[src/design/tcmp_pkg.sv]
// constants shared by the compare/pwm channel files
// assumes a single 20 MHz clock domain and plain control ports
package tcmp_pkg;
  localparam int          CNT_W          = 16;
  localparam int          NUM_CH         = 4;
  // mode select field codes (high:low)
  localparam logic [1:0]  MODE_UNBUF     = 2'h1;
  localparam logic [1:0]  MODE_BUF       = 2'h2;
  // edge/level field codes (high:low)
  localparam logic [1:0]  EL_NONE        = 2'h0;
  localparam logic [1:0]  EL_TOGGLE      = 2'h1;
  localparam logic [1:0]  EL_CLEAR       = 2'h2;
  localparam logic [1:0]  EL_SET         = 2'h3;
  // values after reset
  localparam logic [15:0] CNT_RST        = 16'h0000;
  localparam logic [15:0] PERIOD_RST     = 16'hffff;
  localparam logic [15:0] VALUE_RST      = 16'h0000;
  localparam logic [2:0]  PRESCALE_RST   = 3'h0;
  localparam logic [5:0]  PRE_CNT_RST    = 6'h00;
  localparam logic        HALT_RST       = 1'b1;
  localparam int          SYNC_STAGES    = 2;
endpackage

[src/design/tcmp_reset_sync.sv]
// reset release synchroniser
// assumes nrst may drop at any time; release is clocked by clk
`timescale 1ns/1ps
`default_nettype none
module tcmp_reset_sync (
  input  wire logic clk,
  input  wire logic nrst,
  output logic      rst_n_sync
);
  logic [tcmp_pkg::SYNC_STAGES-1:0] sync_q;
  logic [tcmp_pkg::SYNC_STAGES-1:0] sync_d;

  // shift a one in after release
  always_comb begin
    sync_d = {sync_q[tcmp_pkg::SYNC_STAGES-2:0], 1'b1};
  end

  // asserts at once, releases two edges later
  always_ff @(posedge clk or negedge nrst) begin
    if (!nrst) begin
      sync_q <= '0;
    end else begin
      sync_q <= sync_d;
    end
  end

  assign rst_n_sync = sync_q[tcmp_pkg::SYNC_STAGES-1];
endmodule
`default_nettype wire

[src/design/tcmp_channel.sv]
// one compare/pwm output stage: acts on a match and on counter wrap
// assumes match and wrap are single-cycle strobes from the counter
`timescale 1ns/1ps
`default_nettype none
module tcmp_channel (
  input  wire logic       clk,
  input  wire logic       rst_n,
  input  wire logic       active,
  input  wire logic [1:0] edge_level,
  input  wire logic       toggle_on_wrap_bit,
  input  wire logic       full_duty_bit,
  input  wire logic       match,
  input  wire logic       wrap,
  output logic            pin_q
);
  logic pin_d;

  // compare action applied after wrap toggle; full duty holds high unless wrap toggle is on
  always_comb begin
    pin_d = pin_q;
    if (active) begin
      if (wrap && toggle_on_wrap_bit) begin
        pin_d = ~pin_d;
      end
      if (match) begin
        case (edge_level)
          tcmp_pkg::EL_TOGGLE: pin_d = ~pin_d;
          tcmp_pkg::EL_CLEAR:  pin_d = 1'b0;
          tcmp_pkg::EL_SET:    pin_d = 1'b1;
          default:             pin_d = pin_d;
        endcase
      end
      if (full_duty_bit && !toggle_on_wrap_bit) begin
        pin_d = 1'b1;
      end
    end
  end

  always_ff @(posedge clk or negedge rst_n) begin
    if (!rst_n) begin
      pin_q <= 1'b0;
    end else begin
      pin_q <= pin_d;
    end
  end
endmodule
`default_nettype wire

[src/design/tcmp_top.sv]
// four-channel 16-bit compare/pwm timer core with paired buffering
// assumes control ports are synchronous levels; value writes are strobes
`timescale 1ns/1ps
`default_nettype none
module tcmp_top (
  input  wire logic        clk,
  input  wire logic        nrst,
  input  wire logic        counter_halt_bit,
  input  wire logic        counter_reset,
  input  wire logic [2:0]  prescale_sel,
  input  wire logic        wrap_irq_en,
  input  wire logic        wrap_flag_clr,
  input  wire logic        period_wr,
  input  wire logic [15:0] period_wdata,
  input  wire logic [3:0]  chan_value_wr,
  input  wire logic [15:0] chan_value_wdata,
  input  wire logic [7:0]  mode_sel,
  input  wire logic [7:0]  edge_level_sel,
  input  wire logic [3:0]  toggle_on_wrap_bit,
  input  wire logic [3:0]  full_duty_bit,
  input  wire logic [3:0]  chan_irq_en,
  input  wire logic [3:0]  chan_flag_clr,
  output logic [15:0]      count_q,
  output logic             wrap_flag_q,
  output logic             wrap_irq_q,
  output logic [3:0]       chan_flag_q,
  output logic [3:0]       chan_irq_q,
  output logic [3:0]       chan_pin_q,
  output logic [3:0]       chan_pin_oe_n_q
);
  logic        rst_n;
  logic [15:0] count_d;
  logic [5:0]  pre_q;
  logic [5:0]  pre_d;
  logic [15:0] period_q;
  logic [15:0] period_d;
  logic [15:0] value_q [tcmp_pkg::NUM_CH];
  logic [15:0] value_d [tcmp_pkg::NUM_CH];
  logic [1:0]  odd_last_q;
  logic [1:0]  odd_last_d;
  logic [1:0]  odd_active_q;
  logic [1:0]  odd_active_d;
  logic        wrap_flag_d;
  logic        wrap_irq_d;
  logic [3:0]  chan_flag_d;
  logic [3:0]  chan_irq_d;
  logic [3:0]  pin_oe_n_d;
  logic        tick;
  logic        wrap;
  logic [3:0]  match;
  logic [3:0]  active;
  logic [1:0]  link;
  logic [3:0]  raw_pin;
  logic [1:0]  ch_el [tcmp_pkg::NUM_CH];

  tcmp_reset_sync u_rst (
    .clk        (clk),
    .nrst       (nrst),
    .rst_n_sync (rst_n)
  );

  // mode decode: link bit wins over the low bit
  function automatic logic is_linked(input logic [1:0] mode);
    is_linked = mode[1];
  endfunction

  function automatic logic is_compare(input logic [1:0] mode);
    is_compare = mode[1] | mode[0];
  endfunction

  // prescaler: divide by 2^sel, sel 7 divides by 64 like sel 6
  function automatic logic pre_done(input logic [5:0] cnt, input logic [2:0] sel);
    logic [5:0] lim;
    lim = 6'((7'h01 << sel) - 7'h01);
    pre_done = (cnt >= lim);
  endfunction

  assign link[0] = is_linked(mode_sel[1:0]);
  assign link[1] = is_linked(mode_sel[5:4]);

  // counter and prescaler; wrap is one tick past the period value
  always_comb begin
    tick    = !counter_halt_bit && pre_done(pre_q, prescale_sel);
    wrap    = tick && (count_q == period_q);
    pre_d   = pre_q;
    count_d = count_q;
    if (counter_reset) begin
      pre_d   = tcmp_pkg::PRE_CNT_RST;
      count_d = tcmp_pkg::CNT_RST;
    end else if (!counter_halt_bit) begin
      pre_d = tick ? tcmp_pkg::PRE_CNT_RST : 6'(pre_q + 6'h01);
      if (tick) begin
        count_d = wrap ? tcmp_pkg::CNT_RST : 16'(count_q + 16'h0001);
      end
    end
  end

  // matches against the counter value present on the step just taken
  always_comb begin
    for (int i = 0; i < tcmp_pkg::NUM_CH; i++) begin
      match[i] = 1'b0;
    end
    // even channels compare against whichever pair register is in charge
    for (int p = 0; p < 2; p++) begin
      if (link[p]) begin
        match[2*p] = tick && (count_q == (odd_active_q[p] ? value_q[2*p+1] : value_q[2*p]));
      end else begin
        match[2*p]   = tick && (count_q == value_q[2*p]);
        match[2*p+1] = tick && (count_q == value_q[2*p+1]);
      end
    end
  end

  // register updates; unbuffered writes go straight in
  always_comb begin
    period_d     = period_wr ? period_wdata : period_q;
    odd_last_d   = odd_last_q;
    odd_active_d = odd_active_q;
    for (int i = 0; i < tcmp_pkg::NUM_CH; i++) begin
      value_d[i] = chan_value_wr[i] ? chan_value_wdata : value_q[i];
    end
    for (int p = 0; p < 2; p++) begin
      if (!link[p]) begin
        odd_last_d[p]   = 1'b0;
        odd_active_d[p] = 1'b0; // even register leads on link
      end else begin
        if (chan_value_wr[2*p+1]) begin
          odd_last_d[p] = 1'b1;
        end else if (chan_value_wr[2*p]) begin
          odd_last_d[p] = 1'b0;
        end
        if (wrap) begin
          odd_active_d[p] = odd_last_d[p];
        end
      end
    end
  end

  // per-channel activity and configuration; odd control ignored when linked
  always_comb begin
    for (int i = 0; i < tcmp_pkg::NUM_CH; i++) begin
      active[i] = is_compare(mode_sel[2*i +: 2]);
      ch_el[i]  = edge_level_sel[2*i +: 2];
    end
    active[1] = active[1] && !link[0];
    active[3] = active[3] && !link[1];
  end

  for (genvar g = 0; g < tcmp_pkg::NUM_CH; g++) begin : g_ch
    tcmp_channel u_ch (
      .clk                (clk),
      .rst_n              (rst_n),
      .active             (active[g]),
      .edge_level         (ch_el[g]),
      .toggle_on_wrap_bit (toggle_on_wrap_bit[g]),
      .full_duty_bit      (full_duty_bit[g]),
      .match              (match[g]),
      .wrap               (wrap),
      .pin_q              (raw_pin[g])
    );
  end

  // flags: hardware set beats software clear
  always_comb begin
    wrap_flag_d = wrap || (wrap_flag_q && !wrap_flag_clr);
    wrap_irq_d  = wrap_flag_d && wrap_irq_en;
    for (int i = 0; i < tcmp_pkg::NUM_CH; i++) begin
      chan_flag_d[i] = (match[i] && active[i]) || (chan_flag_q[i] && !chan_flag_clr[i]);
      chan_irq_d[i]  = chan_flag_d[i] && chan_irq_en[i];
    end
    // output enable low while the timer drives; odd pin freed on link
    for (int i = 0; i < tcmp_pkg::NUM_CH; i++) begin
      pin_oe_n_d[i] = !active[i];
    end
    pin_oe_n_d[1] = pin_oe_n_d[1] || link[0];
    pin_oe_n_d[3] = pin_oe_n_d[3] || link[1];
  end

  // state registers
  always_ff @(posedge clk or negedge rst_n) begin
    if (!rst_n) begin
      count_q         <= tcmp_pkg::CNT_RST;
      pre_q           <= tcmp_pkg::PRE_CNT_RST;
      period_q        <= tcmp_pkg::PERIOD_RST;
      odd_last_q      <= '0;
      odd_active_q    <= '0;
      wrap_flag_q     <= 1'b0;
      wrap_irq_q      <= 1'b0;
      chan_flag_q     <= '0;
      chan_irq_q      <= '0;
      chan_pin_oe_n_q <= 4'hf;
      for (int i = 0; i < tcmp_pkg::NUM_CH; i++) begin
        value_q[i] <= tcmp_pkg::VALUE_RST;
      end
    end else begin
      count_q         <= count_d;
      pre_q           <= pre_d;
      period_q        <= period_d;
      odd_last_q      <= odd_last_d;
      odd_active_q    <= odd_active_d;
      wrap_flag_q     <= wrap_flag_d;
      wrap_irq_q      <= wrap_irq_d;
      chan_flag_q     <= chan_flag_d;
      chan_irq_q      <= chan_irq_d;
      chan_pin_oe_n_q <= pin_oe_n_d;
      for (int i = 0; i < tcmp_pkg::NUM_CH; i++) begin
        value_q[i] <= value_d[i];
      end
    end
  end

  // pin level already registered inside each channel stage
  assign chan_pin_q = raw_pin;
endmodule
`default_nettype wire

[config.mk]
export PLATFORM = sky130hd
export DESIGN_NAME = tcmp_top
export DESIGN_NICKNAME = d
export VERILOG_FILES = /design/src/design/tcmp_pkg.sv /design/src/design/tcmp_reset_sync.sv /design/src/design/tcmp_channel.sv /design/src/design/tcmp_top.sv
export SDC_FILE = /design/constraint.sdc
export NUM_CORES = 1
export LEC_CHECK = 0
export ABC_CLOCK_PERIOD_IN_PS = 4600
export BUFFER_PORTS_ARGS = -buffer_cell sky130_fd_sc_hd__buf_2
export CAP_MARGIN = 20
export CORE_MARGIN = 3
export CORE_UTILIZATION = 50
export CTS_CLUSTER_DIAMETER = 60
export DETAILED_ROUTE_END_ITERATION = 10
export GPL_TIMING_DRIVEN = 0
export PLACE_DENSITY = 0.79
export SYNTH_ARGS = -nofsm -noshare
export SYNTH_HDL_FRONTEND = slang
export SYNTH_SLANG_ARGS = --single-unit
[constraint.sdc]
create_clock -name clk -period 4.6 [get_ports clk]
set_input_delay 0.23 -clock clk [delete_from_list [all_inputs] [get_ports clk]]
set_output_delay 0.23 -clock clk [all_outputs]
set_load 0.01 [all_outputs]
-- Word-level counts from Yosys, hierarchy flattened
Cells that the tools add are included.
- register bits after elaboration: 126
- output and inout port bits: 34
- add/subtract/negate cells: 3
- magnitude comparators: 1
- equality and inequality tests: 22
- shift operators: 1
- muxes and demuxes: 43
- bitwise operators: 12
- reduce and logical (&&, ||, !) cells: 57
- operator list (operator ; count):
    $eq 16x16->1 ; 7
    $mux 16 ; 6
    $logic_and 1x1->1 ; 32
    $mux 1 ; 30
    $mux 6 ; 3
    $add 16x1->16 const B ; 1
    $eq 2x2->1 const B ; 8
    $logic_not 1->1 ; 16
    $pmux 1 s3 ; 4
    $eq 2x1->1 const B ; 4
    $not 1->1 ; 8
    $logic_or 1x1->1 ; 7
    $add 6x1->6 const B ; 1
    $ge 6x6->1 ; 1
    $ne 2x1->1 const B ; 3
    $shl 1x3->6 const A ; 1
    $sub 6x1->6 const B ; 1
    $or 1x1->1 ; 4
    $reduce_and 2->1 ; 1
    $reduce_bool 2->1 ; 1

-- Longest topological paths before layout
- word-level depth: 12
- mapped depth: 10

-- By module
A second synthesis with hierarchy kept.
- cells, all modules: 614
- area, all modules: 6678.9 um^2
- modules (own cells, without submodules) (module ; instances ; cells each ; area each (um^2)):
    tcmp_top ; 1 ; 559 ; 6224.7
    tcmp_channel ; 4 ; 13 ; 100.1
    tcmp_reset_sync ; 1 ; 3 ; 53.8

-- Worst setup path after synthesis
No wires, ideal clock.
- path type: input to register
- from: in prescale_sel[1]
- to: reg g_ch[3].u_ch.pin_q
- library setup time: 0.128 ns
- arrival time: 2.368 ns
- data required time: 4.472 ns
- path slack: 2.104 ns
- cell stages on the path: 10
- cell sequence: or3_1 ha_1 nand2b_1 a21oi_1 o21a_1 or3_1 clkbuf_2 or4_1 a311oi_1 nor3_1
- word-level cells in the longest chain between the ends: 12
- elaborated cells on any way between the ends: 14
- classes of those cells: 1 x add/sub; 1 x order compare; 1 x shift; 6 x mux; 1 x bitwise; 4 x reduce/logical
- ends and longest elaborated chain (item ; line ; source):
    start: declaration ; tcmp_top.sv:10 ; input wire logic [2:0] prescale_sel,
    $shl 1x3->6 * ; tcmp_top.sv:74 ; lim = 6'((7'h01 << sel) - 7'h01);
    $sub 6x1->6 * ; tcmp_top.sv:74 ;
    $ge 6x6->1 * ; tcmp_top.sv:75 ; pre_done = (cnt >= lim);
    $logic_and 1x1->1 * ; tcmp_top.sv:83 ; tick = !counter_halt_bit && pre_done(pre_q, prescale_sel);
    $logic_and 1x1->1 ; tcmp_top.sv:84 ; wrap = tick && (count_q == period_q);
    $logic_and 1x1->1 ; tcmp_channel.sv:22 ; if (wrap && toggle_on_wrap_bit) begin
    $mux 1 ; tcmp_channel.sv:22 ;
    $mux 1 ; tcmp_channel.sv:21 ; if (active) begin
    $not 1->1 ; tcmp_channel.sv:27 ; tcmp_pkg::EL_TOGGLE: pin_d = ~pin_d;
    $pmux 1 s3 ; tcmp_channel.sv:26 ; case (edge_level)
    $mux 1 * ; tcmp_channel.sv:25 ; if (match) begin
    $mux 1 * ; tcmp_channel.sv:33 ; if (full_duty_bit && !toggle_on_wrap_bit) begin
    end signal: assignment ; tcmp_channel.sv:43 ; pin_q <= pin_d;
    end: declaration ; tcmp_channel.sv:14 ; output logic pin_q
Mark *: on every way between the ends. The rest lies on a longest branch, timed or not. The select of a mux whose other input is x is not followed.
A chain may end at the register's enable or synchronous reset.

-- Worst setup path in the final report
- from: reg count_q[1]
- to: reg g_ch[1].u_ch.pin_q
- word-level cells in the longest chain between the ends: 9
- elaborated cells on any way between the ends: 12
- classes of those cells: 2 x eq/ne; 6 x mux; 1 x bitwise; 3 x reduce/logical
- ends and longest elaborated chain (item ; line ; source):
    start: declaration ; tcmp_top.sv:23 ; output logic [15:0] count_q,
    start signal: assignment ; tcmp_top.sv:182 ; count_q <= tcmp_pkg::CNT_RST;
    start signal: assignment ; tcmp_top.sv:196 ; count_q <= count_d;
    $eq 16x16->1 ; tcmp_top.sv:84 ;
    $logic_and 1x1->1 ; tcmp_top.sv:84 ;
    $logic_and 1x1->1 ; tcmp_channel.sv:22 ;
    $mux 1 ; tcmp_channel.sv:22 ;
    $mux 1 ; tcmp_channel.sv:21 ;
    $not 1->1 ; tcmp_channel.sv:27 ;
    $pmux 1 s3 ; tcmp_channel.sv:26 ;
    $mux 1 * ; tcmp_channel.sv:25 ;
    $mux 1 * ; tcmp_channel.sv:33 ;
    end signal: assignment ; tcmp_channel.sv:43 ;
    end: declaration ; tcmp_channel.sv:14 ;
Marked as above.

==> results.toml <==
[clock_network]
cts_sinks = 126
clockBufferDepth = 2
clkTransAtPathRegs_ns = 0.06
cts_tree = "built"
postCtsResizedCells = 0
h-tree-depth = 4
cts_buffers = 17
cts_root_buf = "clkbuf_16"
clkLatencyLatePin_ns = 0.43

[status]
outcome = "finished clean"

[placement]
gp_congestion = 0.902
pre_cts_slack_ns = 1.35
place_inst = 912
hpwl_mm = 13.5
port_buffers = 105
place_area_mm2 = 0.00762

[floorplan]
initial_core_util = 0.515
die_area_mm2 = 0.0151
die_w_um = 123
ios = 112
fp-row-count = 42
core_area_mm2 = 0.0133
dieHeight_um = 123

[final_layout]
nets = 845
final_area_mm2 = 0.00821
fin_cells = 948
area_growth_pct = 20.0
multi_input_area_mm2 = 0.00338
antenna_cells = 0
layout-drive-gt1-share = 0.346
fillerInstances = 1063
seq_area_mm2 = 0.00318
final_core_util = 0.618

[power_and_ir_drop]
ir_worst_vdd_uv = 314
total_power_mw = 2.85
cellLeakagePower_nw = 3.69
power_density_mw_per_mm2 = 347

[critical_path]
crit_path_end_kind = "flop"
crit_required_ns = 4.91
cpMaxStageDelayCell = "a2111oi_0"
r2r_slack_ns = 1.26
slowest_delay_ns = 0.85
worstSetupPathType = "reg2reg"
path_delay_family = "simple AND/OR/NAND/NOR gates"
path_buf_inv = 1
critPathMaxFanout = 10
worstSetupStartpointType = "flop"
crit_chain = "buf_1 > xor2_1 > a2111oi_0 > and3_1 > nand4_1 > or4b_1 > o221ai_1 > nor2_1"
arrival_ns = 3.65

[timing]
setup_viol = 0
timing.fmax_mhz = 299
tns_ns = 0
tightest_slew_ns = 1.06
whs_ns = 0.00506
layout_worst_path_cycle_share = 0.726
relSlewSlack = 0.278
rsz0062_at_grt = "no"
setup_slack_ns = 1.26
fin_crit_ns = 3.34
slew_viol_final = 0
fin_skew_ns = 0.00917
finalHoldViolations = 0

[yosys]
synth-seq-cells = 126
synth_edf_count = 0
synth_area_leaders = "dfrtp_1, mux2_2, dfstp_2"
synth_cell_types = 61
syn_avg_cell_area_um2 = 10.9
yosysWarnings = 0
yosys_most_used_dff = "dfrtp_1"
synth_top_area_share = 0.387
syn_inst = 630
yosysMostFrequentCell = "dfrtp_1"
synth_common_cells = "dfrtp_1, mux2_2, xor2_1"
synth_area_mm2 = 0.00685
yosys.area.top_type = "dfrtp_1"
async_reset_ff_frac = 1.00
ys_seq_area_frac = 0.464
syn-num-nets = 716

[route]
drtAntennaViolNets = 0
drcViolationCount = 0
initialDrtViolationCount = 504
routedWlPerCell_um = 19.2
viasPerCell = 5.74
wirelength_mm = 18.2
first_pass_iters = 5
vias = 5446

[global_route]
grt_use_total = 0.249
grt_pass1_vias = 5627
gr-total-overflow = 0
grtUsageMet2 = 0.403
busiest_layer = "met2"
grt_pass1_wl_mm = 28.8
grt_max_degree = 75
antenna_found_initial = 0
met3_usage = 0.0581
use_met1 = 0.323

[worst_hold_path]
hold_path_class = "in2reg"

[job]
drv_cap = 0
==> cell usage in the layout (no fill, tap or decap), types with 13 or more instances in the layout <==
| cell type | synthesis | final |
|---|---|---|
| nand4_1 | 21 | 21 |
| dfrtp_1 | 106 | 105 |
| dfstp_2 | 20 | 20 |
| o21ai_0 | 14 | 14 |
| nor2b_1 | 17 | 17 |
| xnor2_1 | 22 | 22 |
| clkbuf_1 | 19 | 22 |
| clkbuf_16 | 0 | 17 |
| nor2_1 | 31 | 31 |
| mux2_2 | 82 | 82 |
| nand2_1 | 19 | 19 |
| nor3_1 | 15 | 15 |
| inv_1 | 21 | 21 |
| buf_2 | 12 | 118 |
| nand3_1 | 17 | 17 |
| nor4_1 | 13 | 13 |
| a21oi_1 | 18 | 18 |
| xor2_1 | 54 | 54 |
==> final cells by class <==
cell class | instances | area share
buffer | 43 | 0.0253
sequential | 126 | 0.387
inverter | 21 | 0.00960
timing repair buffer | 110 | 0.0716
clock buffer | 22 | 0.0565
tap | 176 | 0.0268
clock inverter | 10 | 0.0110
multi-input combinational | 440 | 0.412
==> cells by family (layout without fill, tap and decap cells) <==
family,after synthesis,after routing,share of synthesized area
AND/OR/NAND/NOR,180,180,0.145
flip-flops,126,126,0.464
multiplexers,89,89,0.145
AO/OA/AOI/OAI,86,86,0.0912
XOR/XNOR,76,76,0.0972
buffers and inverters,64,206,0.0419
adder cells (fa/ha/maj),8,8,0.0146
other,1,1,0.000548
==> layer usage <==
metal / vias up / routed length [µm]
li1: 2506 / -
met1: 2670 / 7940
met2: 231 / 8670
met3: 39 / 1220
met4: 0 / 397
met5: - / 0
==> timing repair <==
item / in CTS / in global routing
endpoints found under the hold margin: 4 / 0
endpoints found under the setup margin: 0 / 0
setup buffers: 0 / 0
hold buffers: 3 / 0
==> worst reg2reg max path, delay by kind of cell (launching register included) <==
family	cells	cell delay, ns
AND/OR/NAND/NOR	4	1.14
flip-flops	1	0.52
buffers and inverters	1	0.49
AO/OA/AOI/OAI	2	0.94
XOR/XNOR	1	0.13
==> where the power goes <==
group          internal [mW]  switching (mW)
Sequential              1.20          0.0699
Clock                  0.767           0.488
Combinational          0.163           0.156
==> registers in the layout, summed over array words and instances, names as in the netlist <==
signal and flops:
u_rst.sync_q 2, count_q 16, chan_irq_q 4, odd_active_q 2, wrap_flag_q 1, chan_flag_q 4
period_q 16, g_ch.u_ch.pin_q 4, chan_pin_oe_n_q 4, pre_q 6, odd_last_q 2, value_q 64
wrap_irq_q 1
==> path summary, 6_finish.rpt <==
path,cells after the start,end,start
setup / recovery,8,g_ch[1].u_ch.pin_q,count_q[1]
hold / removal,2,chan_flag_q[3],chan_flag_clr[3]
setup reg to reg,8,g_ch[1].u_ch.pin_q,count_q[1]
hold reg to reg,0,u_rst.sync_q[1],u_rst.sync_q[0]
max in group asynchronous,1,chan_pin_oe_n_q[2],u_rst.sync_q[1]
min in group asynchronous,2,u_rst.sync_q[1],nrst
No activity file was read; power rests on OpenSTA's default activity.
